$ cat src/usbie_consts.svh
// constants for the usb peripheral interrupt enable block
// Summary of operation
// - each endpoint has its own receive and transmit interrupt enable bit
// - master enable cleared in mode register blocks every interrupt
// - ack or nak handshake on an enabled endpoint raises its interrupt
// - three two-bit select fields decide which handshakes raise interrupts
// - data in transactions use transmit bits, qualified by data-in select
// - data out transactions use receive bits, qualified by data-out select
// - endpoint 0 in, out and setup use only the control select
// - sof, suspend, resume, bus reset, setup, high-speed have own enables
// - usb bus reset clears all enables except bus reset enable, kept at 1
// - enable register is one 32-bit word at address 14h
`ifndef USBIE_CONSTS_SVH
`define USBIE_CONSTS_SVH

// register byte addresses
`define USBIE_OFS_MODE 8'h0C
`define USBIE_OFS_CFG 8'h10
`define USBIE_OFS_IE 8'h14
`define USBIE_OFS_STAT 8'h18
`define USBIE_OFS_CLR 8'h1C

// mode and configuration fields
`define USBIE_BIT_MASTER 0
`define USBIE_MODE_MASK 32'h0000_0001
`define USBIE_MODE_RESET 32'h0000_0000
`define USBIE_CFG_MASK 32'h0000_003F
`define USBIE_CFG_RESET 32'h0000_0000
`define USBIE_CFG_CTRL_LSB 0
`define USBIE_CFG_IN_LSB 2
`define USBIE_CFG_OUT_LSB 4

// enable and status layout
`define USBIE_BIT_BRST 0
`define USBIE_BIT_SOF 1
`define USBIE_BIT_SUSP 2
`define USBIE_BIT_RESUME 3
`define USBIE_BIT_HSSTAT 4
`define USBIE_BIT_SETUP 8
`define USBIE_BIT_EP_BASE 5'h0A
`define USBIE_IE_MASK 32'h03FF_FD1F
`define USBIE_IE_RESET 32'h0000_0000
`define USBIE_IE_AFTER_BRST 32'h0000_0001

// handshake select encodings
`define USBIE_SEL_BOTH 2'h0
`define USBIE_SEL_ACK 2'h1
`define USBIE_SEL_NAK 2'h2
`define USBIE_SEL_OFF 2'h3

// bus answers
`define USBIE_RESP_OKAY 2'h0
`define USBIE_RESP_SLVERR 2'h2
`define USBIE_WORD_ZERO 32'h0000_0000
`define USBIE_WORD_ONE 32'h0000_0001

`endif

$ cat src/usbie_pkg.sv
// types shared by the usb interrupt enable block
package usbie_pkg;
    typedef logic [31:0] usbie_word_t;
    typedef logic [1:0] usbie_sel_t;
    typedef logic [2:0] usbie_ep_t;
    typedef logic [7:0] usbie_addr_t;
endpackage

$ cat src/usbie_ctrl.sv
// interrupt enable, status and gating with an axi4-lite register slave
//
// Local design decision: register access over AXI4-Lite.
`timescale 1ns/100ps
`default_nettype none
`include "usbie_consts.svh"
module usbie_ctrl
    import usbie_pkg::*;
(
    input wire logic aclk,
    input wire logic aresetn,
    // axi4-lite write address
    input wire logic awvalid,
    output logic awready,
    input wire logic [7:0] awaddr,
    input wire logic [2:0] awprot,
    // axi4-lite write data
    input wire logic wvalid,
    output logic wready,
    input wire logic [31:0] wdata,
    input wire logic [3:0] wstrb,
    // axi4-lite write response
    output logic bvalid,
    input wire logic bready,
    output logic [1:0] bresp,
    // axi4-lite read
    input wire logic arvalid,
    output logic arready,
    input wire logic [7:0] araddr,
    input wire logic [2:0] arprot,
    output logic rvalid,
    input wire logic rready,
    output logic [31:0] rdata,
    output logic [1:0] rresp,
    // handshake reports from the serial interface engine
    input wire logic shake_valid,
    input wire logic [2:0] shake_ep,
    input wire logic shake_tx,
    input wire logic shake_nak,
    input wire logic shake_setup,
    // bus event pulses
    input wire logic ev_sof,
    input wire logic ev_suspend,
    input wire logic ev_resume,
    input wire logic ev_bus_reset,
    input wire logic ev_setup,
    input wire logic ev_hs_status,
    // interrupt request
    output logic irq
);

    ////////////////////////////////////////////////////////////////////
    // registers and internal signals

    usbie_word_t mode;
    usbie_word_t cfg;
    usbie_word_t ie;
    usbie_word_t stat;
    usbie_word_t stat_set;
    usbie_word_t stat_clr;
    usbie_word_t shake_vec;
    usbie_word_t bus_vec;
    usbie_word_t next_rdata;
    usbie_addr_t aw_addr;
    usbie_word_t w_data;
    logic [3:0] w_strb;
    logic aw_full;
    logic w_full;
    logic wr_go;
    logic wr_hit;
    logic rd_hit;
    logic master_irq_enable;
    logic [4:0] shake_idx;
    usbie_sel_t shake_sel;
    usbie_sel_t control_handshake_irq_select;
    usbie_sel_t data_in_handshake_irq_select;
    usbie_sel_t data_out_handshake_irq_select;
    logic shake_allow;

    // byte-lane merge limited to implemented bits
    function automatic usbie_word_t merge(
        input usbie_word_t old,
        input usbie_word_t nw,
        input logic [3:0] strb,
        input usbie_word_t keep
    );
        usbie_word_t m;
        m = {{8{strb[3]}}, {8{strb[2]}}, {8{strb[1]}}, {8{strb[0]}}};
        m = m & keep;
        return (old & ~m) | (nw & m);
    endfunction

    // word-aligned decode of a mapped register
    function automatic logic mapped(input usbie_addr_t a);
        return (a[7:2] == `USBIE_OFS_MODE >> 2)
            || (a[7:2] == `USBIE_OFS_CFG >> 2)
            || (a[7:2] == `USBIE_OFS_IE >> 2)
            || (a[7:2] == `USBIE_OFS_STAT >> 2)
            || (a[7:2] == `USBIE_OFS_CLR >> 2);
    endfunction

    function automatic logic at(input usbie_addr_t a, input usbie_addr_t o);
        return a[7:2] == o[7:2];
    endfunction

    ////////////////////////////////////////////////////////////////////
    // axi4-lite write channel

    // address and data are taken independently, in either order
    always_ff @(posedge aclk) begin
        if (!aresetn) begin
            awready <= 1'b0;
            aw_full <= 1'b0;
            aw_addr <= '0;
        end else if (awvalid && awready) begin
            awready <= 1'b0;
            aw_full <= 1'b1;
            aw_addr <= awaddr;
        end else if (wr_go) begin
            aw_full <= 1'b0;
        end else if (!aw_full && !bvalid) begin
            awready <= 1'b1;
        end
    end

    always_ff @(posedge aclk) begin
        if (!aresetn) begin
            wready <= 1'b0;
            w_full <= 1'b0;
            w_data <= `USBIE_WORD_ZERO;
            w_strb <= '0;
        end else if (wvalid && wready) begin
            wready <= 1'b0;
            w_full <= 1'b1;
            w_data <= wdata;
            w_strb <= wstrb;
        end else if (wr_go) begin
            w_full <= 1'b0;
        end else if (!w_full && !bvalid) begin
            wready <= 1'b1;
        end
    end

    // commit once both halves are held and no response is pending
    assign wr_go = aw_full && w_full && !bvalid;
    assign wr_hit = mapped(aw_addr);

    // response: unmapped addresses answer slverr
    always_ff @(posedge aclk) begin
        if (!aresetn) begin
            bvalid <= 1'b0;
            bresp <= `USBIE_RESP_OKAY;
        end else if (wr_go) begin
            bvalid <= 1'b1;
            bresp <= wr_hit ? `USBIE_RESP_OKAY : `USBIE_RESP_SLVERR;
        end else if (bvalid && bready) begin
            bvalid <= 1'b0;
        end
    end

    ////////////////////////////////////////////////////////////////////
    // axi4-lite read channel

    assign rd_hit = mapped(araddr);

    // clear register is write-only and reads zero
    always_comb begin
        next_rdata = `USBIE_WORD_ZERO;
        if (at(araddr, `USBIE_OFS_MODE)) begin
            next_rdata = mode;
        end else if (at(araddr, `USBIE_OFS_CFG)) begin
            next_rdata = cfg;
        end else if (at(araddr, `USBIE_OFS_IE)) begin
            next_rdata = ie;
        end else if (at(araddr, `USBIE_OFS_STAT)) begin
            next_rdata = stat;
        end
    end

    // one read at a time, data sampled at the address handshake
    always_ff @(posedge aclk) begin
        if (!aresetn) begin
            arready <= 1'b0;
            rvalid <= 1'b0;
            rdata <= `USBIE_WORD_ZERO;
            rresp <= `USBIE_RESP_OKAY;
        end else if (arvalid && arready) begin
            arready <= 1'b0;
            rvalid <= 1'b1;
            rdata <= next_rdata;
            rresp <= rd_hit ? `USBIE_RESP_OKAY : `USBIE_RESP_SLVERR;
        end else if (rvalid && rready) begin
            rvalid <= 1'b0;
        end else if (!rvalid) begin
            arready <= 1'b1;
        end
    end

    ////////////////////////////////////////////////////////////////////
    // software registers

    always_ff @(posedge aclk) begin
        if (!aresetn) begin
            mode <= `USBIE_MODE_RESET;
        end else if (wr_go && at(aw_addr, `USBIE_OFS_MODE)) begin
            mode <= merge(mode, w_data, w_strb, `USBIE_MODE_MASK);
        end
    end

    always_ff @(posedge aclk) begin
        if (!aresetn) begin
            cfg <= `USBIE_CFG_RESET;
        end else if (wr_go && at(aw_addr, `USBIE_OFS_CFG)) begin
            cfg <= merge(cfg, w_data, w_strb, `USBIE_CFG_MASK);
        end
    end

    // usb bus reset outranks a software write in the same cycle
    always_ff @(posedge aclk) begin
        if (!aresetn) begin
            ie <= `USBIE_IE_RESET;
        end else if (ev_bus_reset) begin
            ie <= `USBIE_IE_AFTER_BRST;
        end else if (wr_go && at(aw_addr, `USBIE_OFS_IE)) begin
            ie <= merge(ie, w_data, w_strb, `USBIE_IE_MASK);
        end
    end

    assign master_irq_enable = mode[`USBIE_BIT_MASTER];
    assign control_handshake_irq_select = cfg[`USBIE_CFG_CTRL_LSB +: 2];
    assign data_in_handshake_irq_select = cfg[`USBIE_CFG_IN_LSB +: 2];
    assign data_out_handshake_irq_select = cfg[`USBIE_CFG_OUT_LSB +: 2];

    ////////////////////////////////////////////////////////////////////
    // handshake qualification

    // endpoint 0 traffic follows the control select only
    always_comb begin
        if (shake_ep == '0) begin
            shake_sel = control_handshake_irq_select;
        end else if (shake_tx) begin
            shake_sel = data_in_handshake_irq_select;
        end else begin
            shake_sel = data_out_handshake_irq_select;
        end
    end

    // select decides whether ack, nak, both or neither interrupt
    always_comb begin
        case (shake_sel)
            `USBIE_SEL_BOTH: shake_allow = 1'b1;
            `USBIE_SEL_ACK: shake_allow = !shake_nak;
            `USBIE_SEL_NAK: shake_allow = shake_nak;
            default: shake_allow = 1'b0;
        endcase
    end

    // rx bit at base + 2n, tx bit one above; setup lands on rx
    assign shake_idx = `USBIE_BIT_EP_BASE
        + {1'b0, shake_ep, shake_tx && !shake_setup};
    assign shake_vec = (shake_valid && shake_allow)
        ? (`USBIE_WORD_ONE << shake_idx) : `USBIE_WORD_ZERO;

    // bus events each own one status bit
    always_comb begin
        bus_vec = `USBIE_WORD_ZERO;
        bus_vec[`USBIE_BIT_BRST] = ev_bus_reset;
        bus_vec[`USBIE_BIT_SOF] = ev_sof;
        bus_vec[`USBIE_BIT_SUSP] = ev_suspend;
        bus_vec[`USBIE_BIT_RESUME] = ev_resume;
        bus_vec[`USBIE_BIT_HSSTAT] = ev_hs_status;
        bus_vec[`USBIE_BIT_SETUP] = ev_setup;
    end

    ////////////////////////////////////////////////////////////////////
    // status and interrupt output

    assign stat_set = shake_vec | bus_vec;
    // write-one-to-clear through the clear register
    assign stat_clr = (wr_go && at(aw_addr, `USBIE_OFS_CLR))
        ? merge(`USBIE_WORD_ZERO, w_data, w_strb, `USBIE_IE_MASK)
        : `USBIE_WORD_ZERO;

    usbie_sticky #(
        .W(32)
    ) u_status (
        .aclk(aclk),
        .aresetn(aresetn),
        .set(stat_set),
        .clr(stat_clr),
        .flags(stat)
    );

    // registered so the pin never glitches on decode
    always_ff @(posedge aclk) begin
        if (!aresetn) begin
            irq <= 1'b0;
        end else begin
            irq <= master_irq_enable && |(stat & ie);
        end
    end
endmodule
`default_nettype wire

$ cat src/usbie_sticky.sv
// sticky flag bank, set wins over clear
`timescale 1ns/100ps
`default_nettype none
module usbie_sticky #(
    parameter int W = 32
) (
    input wire logic aclk,
    input wire logic aresetn,
    input wire logic [W-1:0] set,
    input wire logic [W-1:0] clr,
    output logic [W-1:0] flags
);
    // an event in the clearing cycle survives
    always_ff @(posedge aclk) begin
        if (!aresetn) begin
            flags <= '0;
        end else begin
            flags <= (flags & ~clr) | set;
        end
    end
endmodule
`default_nettype wire
$ cat config.mk
export PLATFORM = sky130hd
export DESIGN_NAME = usbie_ctrl
export DESIGN_NICKNAME = d
export VERILOG_FILES = /design/src/usbie_pkg.sv /design/src/usbie_ctrl.sv /design/src/usbie_sticky.sv
export VERILOG_INCLUDE_DIRS = /design/src
export SDC_FILE = /design/constraint.sdc
export NUM_CORES = 1
export LEC_CHECK = 0
export ABC_CLOCK_PERIOD_IN_PS = 1700
export BUFFER_PORTS_ARGS = -buffer_cell sky130_fd_sc_hd__buf_2
export CAP_MARGIN = 20
export CORE_MARGIN = 5
export CORE_UTILIZATION = 49
export CTS_CLUSTER_DIAMETER = 30
export CTS_CLUSTER_SIZE = 25
export DETAILED_ROUTE_END_ITERATION = 7
export PLACE_DENSITY = 0.81
export SLEW_MARGIN = 20
export SYNTH_ARGS = -nofsm -noshare
export SYNTH_HDL_FRONTEND = slang
export SYNTH_SLANG_ARGS = --single-unit
export TNS_END_PERCENT = 100
$ cat constraint.sdc
create_clock -name aclk -period 1.7 [get_ports aclk]
set_input_delay 0.255 -clock aclk [delete_from_list [all_inputs] [get_ports aclk]]
set_output_delay 0.255 -clock aclk [all_outputs]
set_load 0.01 [all_outputs]
==> out/metrics.yaml, run 1 <==
clock_tree:
  cts_made_buffers: 17
  cts_hold_buf: 0
  clock_insertion_delay_worst_skew_ps: 410
  cts_root_buffer: "sky130_fd_sc_hd__clkbuf_16"
  clk_pin_slew_worst_paths_ps: 60
  tritoncts_clock_tree: "yes"
  clock_path_buffers: 2
  cts_max_level: 4
  clock_sink_count: 136
placement:
  pre_cts_ws_ps: -193
  finalWeightedCongestion: 0.910
  placed_cells_incl_taps: 874
  dpl.hpwl_um: 11200
  port-buffer-count: 98
  dpl_cell_area_um2: 6470
global_routing:
  largest_net_degree_at_the_start_of_global_routing: 60
  grt_antenna_before_repair: 0
  first_global_vias: 5040
  gr-usage-all-layers: 0.221
  gr-total-overflow: 0
  grt_pass1_wl_um: 25200
floorplan:
  top_level_ports: 120
  floorplan.initialDensity: 0.498
  design.core.area_um2: 11400
  die_h_um: 118
  die-area_um2: 13900
  row_count: 39
  die-width_um: 118
synth:
  synth_compound_gate_area_share: 0.202
  synthesis.area_um2: 5690
  synth-main-ff-cell: "sky130_fd_sc_hd__dfxtp_1"
  synth_edf_count: 0
  synth-adder-area-share: 0.00440
  synth_mux_area_frac: 0.0585
  synth_top_family_by_area: "simple AND/OR/NAND/NOR gates"
  post_synth.cell_area_avg_um2: 8.87
  asyncSetResetFlopFracSynth: 0
  netlist_instances: 641
  yosys_warnings: 0
  yosysSeqAreaShare: 0.479
  synth_simple_gate_area_frac: 0.217
  synth_seq_cells: 136
  post_synth_num_cell_types: 56
  share_of_the_synthesized_netlist_area_taken_by_xor_and_xnor_gates: 0.00154
sta:
  finalHoldViolations: 0
  report.final.slew_viol_count: 0
  setup_viol: 0
  final.setup_skew_ps: 6.15
  tns_ps: 0
  period_share: 0.970
  achievable-frequency_mhz: 607
  timing.final.crit_period_ps: 1650
  final_worst_slack_ps: 51.7
setup_path:
  timing.reg2reg.setup_slack_ps: 50
  slowest_delay_ps: 410
  critical_path.n_buffers_inverters: 1
  critical_path_class: "reg -> reg"
  setup.worst_path.end_class: "flop"
  r2r_cells: 5
  critPathTopFamily: "simple AND/OR/NAND/NOR gates"
  cp_cell_sequence: "or3_4 -> nor3_1 -> buf_4 -> and4b_1 -> o22ai_1"
  critPathRequiredTime_ps: 1990
  regToRegStartpoint: "aw_addr[5]$_SDFFE_PN0P_"
  worstReg2RegEnd: "u_status.flags[3]$_SDFF_PN0_"
  worst_ep_arrival_time_ps: 1940
  worst_path_max_delay_cell: "sky130_fd_sc_hd__or3_4"
  cp_max_fo: 8
  worst_setup_path_start_kind: "flop"
cells_and_area:
  final_cell_count_no_fill: 906
  fraction_of_layout_instances_using_a_drive_strength_above_1: 0.225
  n_antenna_cell: 0
  growth_of_design_area_from_synthesis_to_finish_pct: 25.6
  mostFrequentLayoutCell: "sky130_fd_sc_hd__dfxtp_1"
  nets: 831
  layout.cell_area.non_filler_um2: 7140
  mostFrequentLayoutCells: "sky130_fd_sc_hd__dfxtp_1, sky130_fd_sc_hd__nand2_1, sky130_fd_sc_hd__buf_2, sky130_fd_sc_hd__a21boi_0, sky130_fd_sc_hd__nor2_1"
min_path:
  hold_depth: 3
  min_path_type: "in -> reg"
  min_delay_endpoint: "w_strb[0]$_SDFFE_PN0P_"
  hold_path.startpoint: "wstrb[0]"
route:
  met3WireLength_um: 1090
  drt.antenna.violating_nets: 0
  drt_pre_antenna_iters: 6
  highest-signal-layer: "met4"
  drc: 0
  wire_per_inst_um: 16.9
  detail_route.wirelength_um: 15300
  wl_met2_um: 7080
  route.layer.met1.wl_um: 6740
  detailroute.via_count: 5130
  vias_per_cell: 5.66
  dr.first_iter.drc_count: 395
pwr:
  p_per_area_nw_per_um2: 1090
  power.leakage_nw: 2.98
  total_power_mw: 7.75
  peakVddDrop_uv: 642
run:
  maxCapViolCount: 0
status:
  status: "finished, final reports clean"
## layer usage
layer  vias to the layer above  global-route usage
li1                       2483                   -
met1                      2382               0.291
met2                       229               0.341
met3                        36              0.0702
met4                         0              0.0774
met5                         -                   0
## repair_timing
item / CTS / global route
gates resized for setup: 2 / 10
endpoints found under the setup margin: 9 / 22
setup buffers: 0 / 1
## power breakdown
group / switching [mW] / total [mW] / leakage (nW) / internal (mW)
Sequential: 0.0804 / 3.35 / 1.10 / 3.27
Clock: 1.30 / 3.89 / 0.309 / 2.59
Combinational: 0.290 / 0.508 / 1.57 / 0.219
Total: 1.67 / 7.75 / 2.98 / 6.08
## worst register-to-register path: cells and delay by family, from the launching register on
kind / cells / cell delay (ps)
buffers and inverters: 1 / 210
AOI/OAI and AO/OA: 1 / 60
DFF: 1 / 310
and+or+nand+nor: 3 / 940
## cells by family (layout without fill, tap and decap cells)
kind of cell / Yosys count / count (layout)
mux: 32 / 32
other cells: 1 / 2
simple gates: 253 / 253
compound gates: 166 / 166
buf+inv: 50 / 171
fa+ha+maj: 2 / 2
flops: 136 / 136
xor+xnor: 1 / 1
## final cells by class
cell class,instances,area (um^2)
clock buffers,23,488
clock inverters,8,143
multi-input cells,456,2790
fillers,950,4280
inverters,10,37.5
repair buffers,130,785
well taps,143,179
flip-flops and latches,136,2720
## Yosys cell counts, types with 5 or more instances
library cell | count | area [um^2]
sky130_fd_sc_hd__dfxtp_1 | 136 | 2720
sky130_fd_sc_hd__nand4_1 | 8 | 50.1
sky130_fd_sc_hd__a31oi_1 | 5 | 31.3
sky130_fd_sc_hd__mux2i_1 | 31 | 310
sky130_fd_sc_hd__nand3_1 | 28 | 140
sky130_fd_sc_hd__o21ai_1 | 10 | 50.1
sky130_fd_sc_hd__a22oi_1 | 25 | 188
sky130_fd_sc_hd__a21boi_0 | 51 | 383
sky130_fd_sc_hd__o21ai_0 | 33 | 165
sky130_fd_sc_hd__inv_1 | 10 | 37.5
sky130_fd_sc_hd__and3_1 | 8 | 50.1
sky130_fd_sc_hd__and2_1 | 5 | 31.3
sky130_fd_sc_hd__nand2b_1 | 9 | 56.3
sky130_fd_sc_hd__clkbuf_1 | 29 | 109
sky130_fd_sc_hd__nor3_1 | 7 | 35.0
sky130_fd_sc_hd__a22o_1 | 12 | 105
sky130_fd_sc_hd__nor2_1 | 32 | 120
sky130_fd_sc_hd__nor2b_1 | 17 | 106
sky130_fd_sc_hd__nand2_1 | 118 | 443
sky130_fd_sc_hd__o22ai_1 | 10 | 62.6
sky130_fd_sc_hd__buf_4 | 5 | 37.5
## worst max path at each step
stage               depth (start not counted)                             to               startpoint
finish                                      5   u_status.flags[3]$_SDFF_PN0_  aw_addr[5]$_SDFFE_PN0P_
global route                                5  u_status.flags[19]$_SDFF_PN0_  aw_addr[5]$_SDFFE_PN0P_
CTS                                         5  u_status.flags[23]$_SDFF_PN0_  aw_addr[5]$_SDFFE_PN0P_
detailed placement                          5         rdata[12]$_SDFFE_PN0P_                araddr[7]
global placement                            7   u_status.flags[4]$_SDFF_PN0_              shake_ep[0]
floorplan                                   5          rdata[3]$_SDFFE_PN0P_                araddr[7]
## metrics by stage
stage	utilization	hold slack, ps
2_1_floorplan	-	391
3_3_place_gp	0.567	436
3_5_place_dp	0.567	443
4_1_cts	0.623	73.5
5_1_grt	0.625	83.0
6_report	0.625	87.6
Note: power is estimated with default switching activity, not from simulation.
==> run 2: changes to the inputs <==
Settings changed: RECOVER_POWER set to 25.
==> out/metrics.yaml, run 2 (synthesis gave the netlist of run 1 again) <==
status:
  status: "finished, final reports clean"
cells_and_area:
  growth_of_design_area_from_synthesis_to_finish_pct: 24.7
  multi_input_area_um2: 2790
  regArea_um2: 2720
  layout.cell_area.non_filler_um2: 7090
  fraction_of_layout_instances_using_a_drive_strength_above_1: 0.194
  mostFrequentLayoutCells: "sky130_fd_sc_hd__dfxtp_1, sky130_fd_sc_hd__nand2_1, sky130_fd_sc_hd__buf_2, sky130_fd_sc_hd__a21boi_0, sky130_fd_sc_hd__nor2_1"
  mostFrequentLayoutCell: "sky130_fd_sc_hd__dfxtp_1"
  nets: 831
  n_antenna_cell: 0
  final.fill_count: 966
setup_path:
  critPathTopFamily: "simple AND/OR/NAND/NOR gates"
  path_common_cell: "sky130_fd_sc_hd__or3_4"
  cp_cell_sequence: "or3_4 -> or3_4 -> buf_6 -> o21ai_0 -> a21boi_0"
  critical_path_class: "reg -> reg"
  setup.worst_path.end_class: "flop"
  worst_setup_path_start_kind: "flop"
  cp_max_fo: 12
  worst_path_max_delay_cell: "sky130_fd_sc_hd__or3_4"
  critPathRequiredTime_ps: 1990
  critical_path.n_buffers_inverters: 1
  worst_ep_arrival_time_ps: 1940
  slowest_delay_ps: 410
floorplan:
  die_h_um: 118
  top_level_ports: 120
  row_count: 39
  die-width_um: 118
  floorplan.initialDensity: 0.498
  die-area_um2: 13900
  design.core.area_um2: 11400
placement:
  dpl.hpwl_um: 11200
  dpl_cell_area_um2: 6470
  port-buffer-count: 98
  finalWeightedCongestion: 0.910
pwr:
  p_per_area_nw_per_um2: 1090
  power.leakage_nw: 2.87
  power.share.clock: 0.504
  power.switching_mw: 1.69
  power_frac_seq: 0.432
  switching_share: 0.217
  cellInternalPower_mw: 6.08
  share_comb_of_total_power: 0.065
  peakVddDrop_uv: 642
sta:
  achievable-frequency_mhz: 607
  setup_viol: 0
  worst_slew_pin_slew_ps: 603
  timing.max_slew.rel_slack: 0.598
  final.setup_skew_ps: 5.63
  fin_hold_ws_ps: 85.9
  finalHoldViolations: 0
  timing.final.crit_period_ps: 1650
  report.final.slew_viol_count: 0
  period_share: 0.969
route:
  drc: 0
  detail_route.wirelength_um: 15400
  dr.first_iter.drc_count: 427
  drt.antenna.violating_nets: 0
  drt_pre_antenna_iters: 6
  detailroute.via_count: 5166
  wire_per_inst_um: 17.0
  vias_per_cell: 5.70
clock_tree:
  tritoncts_clock_tree: "yes"
  cts_made_buffers: 17
  clock_path_buffers: 2
  cts_max_level: 4
  clock_insertion_delay_worst_skew_ps: 420
  clock_sink_count: 136
  clk_pin_slew_worst_paths_ps: 60
  cts_hold_buf: 0
  cts_root_buffer: "sky130_fd_sc_hd__clkbuf_16"
global_routing:
  grt_pass1_wl_um: 25200
  largest_net_degree_at_the_start_of_global_routing: 60
  first_global_vias: 5040
  grt_antenna_before_repair: 0
  gr-usage-all-layers: 0.221
  gr-total-overflow: 0
min_path:
  min_path_type: "in -> reg"
run:
  maxCapViolCount: 0
==> run 2: path summary, 6_finish.rpt <==
| check | start | to | slack [ps] | cells after the start |
|---|---|---|---|---|
| hold / removal | wstrb[0] | w_strb[0]$_SDFFE_PN0P_ | 90 | 3 |
| hold reg to reg | rdata[19]$_SDFFE_PN0P_ | rdata[19]$_SDFFE_PN0P_ | 450 | 2 |
| setup reg to reg | aw_addr[5]$_SDFFE_PN0P_ | u_status.flags[22]$_SDFF_PN0_ | 50 | 5 |
| setup / recovery | aw_addr[5]$_SDFFE_PN0P_ | u_status.flags[22]$_SDFF_PN0_ | 50 | 5 |
==> run 2: metal layers <==
| layer | track usage | vias up | wire, um |
|---|---|---|---|
| li1 | - | 2484 | - |
| met1 | 0.291 | 2413 | 6680 |
| met2 | 0.341 | 231 | 7060 |
| met3 | 0.0702 | 38 | 1230 |
| met4 | 0.0774 | 0 | 421 |
| met5 | 0 | - | 0 |
==> run 2: what timing repair did <==
item / in CTS / in global routing
buffers inserted: 0 / 1
resized for setup: 2 / 10
endpoints found under the setup margin: 9 / 22
==> run 2: layout make-up <==
class                           count  share of cell area
Inverter                           10             0.00529
Multi-Input combinational cell    456               0.393
Timing Repair Buffer              130               0.104
Tap cell                          143              0.0252
Clock inverter                      8              0.0201
Sequential cell                   136               0.384
Clock buffer                       23              0.0688
==> run 2: worst register-to-register path, cell delays in order (launching register included) <==
cell                       delay [ps]
sky130_fd_sc_hd__dfxtp_1          310
sky130_fd_sc_hd__or3_4            410
sky130_fd_sc_hd__or3_4            380
sky130_fd_sc_hd__buf_6            160
sky130_fd_sc_hd__o21ai_0          150
sky130_fd_sc_hd__a21boi_0         110
==> run 2: metrics by stage <==
| stage | std cells | worst slack [ps] | TNS (ps) | utilization | total power [mW] |
|---|---|---|---|---|---|
| detailed placement | 874 | -193 | -7230 | 0.567 | 3.91 |
| floorplan | 642 | -61.2 | -203 | - | 3.69 |
| finish | 906 | 52.0 | 0 | 0.621 | 7.77 |
| global placement | 874 | -152 | -5240 | 0.567 | 3.89 |
| global route | 906 | -2.45 | -2.45 | 0.621 | 8.03 |
| CTS | 905 | 1.27 | 0 | 0.623 | 7.79 |
==> run 2: power by group through the flow <==
stage | registers [mW] | logic (mW) | clock network, mW
after floorplan | 3.39 | 0.300 | 0
after global placement | 3.41 | 0.478 | 0
after detailed placement | 3.42 | 0.496 | 0
after CTS | 3.35 | 0.503 | 3.93
after global routing | 3.36 | 0.554 | 4.11
final | 3.35 | 0.504 | 3.91
==> run 3: changes to the inputs <==
Settings changed: SETUP_SLACK_MARGIN set to 0.5.
==> out/metrics.yaml, run 3 (synthesis gave the netlist of run 1 again) <==
cells_and_area:
  multi_input_area_um2: 3210
  layout.cell_area.non_filler_um2: 7970
  growth_of_design_area_from_synthesis_to_finish_pct: 40.0
  n_antenna_cell: 0
  final.fill_count: 814
  regArea_um2: 2740
  fraction_of_layout_instances_using_a_drive_strength_above_1: 0.336
  mostFrequentLayoutCell: "sky130_fd_sc_hd__dfxtp_1"
  nets: 859
  mostFrequentLayoutCells: "sky130_fd_sc_hd__dfxtp_1, sky130_fd_sc_hd__nand2_1, sky130_fd_sc_hd__buf_2, sky130_fd_sc_hd__a21boi_0, sky130_fd_sc_hd__nor2_1"
global_routing:
  grt_pass1_wl_um: 26900
  largest_net_degree_at_the_start_of_global_routing: 94
  gr-total-overflow: 0
  first_global_vias: 5429
  grt_antenna_before_repair: 0
  gr-usage-all-layers: 0.237
pwr:
  power_frac_seq: 0.428
  share_comb_of_total_power: 0.083
  peakVddDrop_uv: 778
  power.share.clock: 0.489
  total_power_mw: 7.85
  switching_share: 0.230
  power.leakage_nw: 3.19
  p_per_area_nw_per_um2: 985
  cellInternalPower_mw: 6.04
  power.switching_mw: 1.80
clock_tree:
  clock_path_buffers: 2
  cts_made_buffers: 17
  cts_root_buffer: "sky130_fd_sc_hd__clkbuf_16"
  clock_insertion_delay_worst_skew_ps: 420
  clock_sink_count: 136
  cts_max_level: 4
  cts_hold_buf: 0
  tritoncts_clock_tree: "yes"
  clk_pin_slew_worst_paths_ps: 60
setup_path:
  critPathTopFamily: "simple AND/OR/NAND/NOR gates"
  cp_max_fo: 5
  critical_path.n_buffers_inverters: 4
  slowest_delay_ps: 650
  worst_ep_arrival_time_ps: 2040
  critPathRequiredTime_ps: 2030
  timing.reg2reg.setup_slack_ps: 60
  critical_path_class: "in -> reg"
  setup.worst_path.end_class: "flop"
  worst_path_max_delay_cell: "sky130_fd_sc_hd__or4b_1"
  worst_setup_path_start_kind: "input port"
  cp_cell_sequence: "buf_6 -> or4b_1 -> buf_12 -> nor3b_4 -> buf_6 -> buf_12 -> a22oi_2 -> o21ai_1"
route:
  wire_per_inst_um: 19.9
  drc: 2
  detail_route.wirelength_um: 18600
  drt.antenna.violating_nets: 0
  drt_pre_antenna_iters: 8
  vias_per_cell: 6.06
  detailroute.via_count: 5660
  dr.first_iter.drc_count: 485
sta:
  achievable-frequency_mhz: 584
  timing.max_slew.rel_slack: 0.496
  worst_slew_pin_slew_ps: 750
  final.setup_skew_ps: 7.85
  setup_viol: 2
  final_worst_slack_ps: -12.9
  report.final.slew_viol_count: 0
  timing.final.crit_period_ps: 1710
  period_share: 1.01
  rsz0062_at_grt: "yes"
  finalHoldViolations: 0
status:
  violated_checks: "DRC, setup timing"
  status: "finished with violations"
floorplan:
  row_count: 39
  floorplan.initialDensity: 0.498
  die-area_um2: 13900
  top_level_ports: 120
  die-width_um: 118
  design.core.area_um2: 11400
  die_h_um: 118
run:
  maxCapViolCount: 0
min_path:
  min_path_type: "in -> reg"
placement:
  finalWeightedCongestion: 0.976
  pre_cts_ws_ps: -172
  port-buffer-count: 98
  dpl_cell_area_um2: 6650
  dpl.hpwl_um: 11000
-- run 3: cell count changes in the layout (fill, tap and decap cells not counted), moves of 6 or more --
cell	delta
sky130_fd_sc_hd__o21ai_1	+6
sky130_fd_sc_hd__a21boi_0	-12
sky130_fd_sc_hd__clkbuf_1	-12
sky130_fd_sc_hd__a22oi_1	-17
sky130_fd_sc_hd__a21boi_1	+12
sky130_fd_sc_hd__dfxtp_1	-14
sky130_fd_sc_hd__buf_6	+19
sky130_fd_sc_hd__a22oi_2	+17
sky130_fd_sc_hd__o21ai_0	-18
sky130_fd_sc_hd__dfxtp_2	+13
sky130_fd_sc_hd__o21ai_2	+12
sky130_fd_sc_hd__buf_2	+9
-- run 3: final timing paths --
path                                              start                           end  depth (start not counted)
worst max-delay path                          araddr[6]        rdata[11]$_SDFFE_PN0P_                          8
worst min-delay path                          wdata[17]       w_data[17]$_SDFFE_PN0P_                          3
worst max register to register  aw_addr[6]$_SDFFE_PN0P_  u_status.flags[8]$_SDFF_PN0_                          4
worst min register to register   rdata[22]$_SDFFE_PN0P_        rdata[22]$_SDFFE_PN0P_                          2
-- run 3: area by class of cell --
| cell class | instances | area share |
|---|---|---|
| multi-input combinational | 457 | 0.402 |
| timing repair buffer | 157 | 0.146 |
| tap | 143 | 0.0225 |
| clock buffer | 24 | 0.0630 |
| sequential | 136 | 0.344 |
| inverter | 10 | 0.00691 |
| clock inverter | 7 | 0.0145 |
-- run 3: power groups by stage --
| stage | Sequential (mW) | Clock, mW | Combinational [mW] |
|---|---|---|---|
| final | 3.36 | 3.84 | 0.648 |
| after detailed placement | 3.42 | 0 | 0.532 |
| after global routing | 3.37 | 4.00 | 0.700 |
| after CTS | 3.35 | 3.81 | 0.592 |
| after floorplan | 3.39 | 0 | 0.326 |
| after global placement | 3.41 | 0 | 0.518 |
-- run 3: metal layers --
metal  track usage  vias to the layer above  wire (um)
met1         0.290                     2658       7180
li1              -                     2559          -
met2         0.380                      348       8770
met5             0                        -          0
met3        0.0658                       95       1670
met4         0.127                        0       1010
-- run 3: repair_timing --
action | CTS | global route
gates cloned | 5 | 2
gates resized for setup | 62 | 63
buffers inserted | 11 | 9
pin swaps | 24 | 55
endpoints found under the setup margin | 99 | 113
-- run 3: per-stage QoR --
step / TNS [ps] / instances / hold WS, ps / utilization
finish: -17.8 / 934 / 84.8 / 0.698
global route: -267 / 934 / 88.6 / 0.698
CTS: 0 / 923 / 77.2 / 0.674
detailed placement: -6110 / 876 / 437 / 0.582
global placement: -3780 / 876 / 437 / 0.582
floorplan: -201 / 642 / 391 / -
-- run 3: worst min-delay path: stages --
cell and delay [ps]:
sky130_fd_sc_hd__buf_2 100, sky130_fd_sc_hd__nand2_1 40, sky130_fd_sc_hd__a21boi_0 60
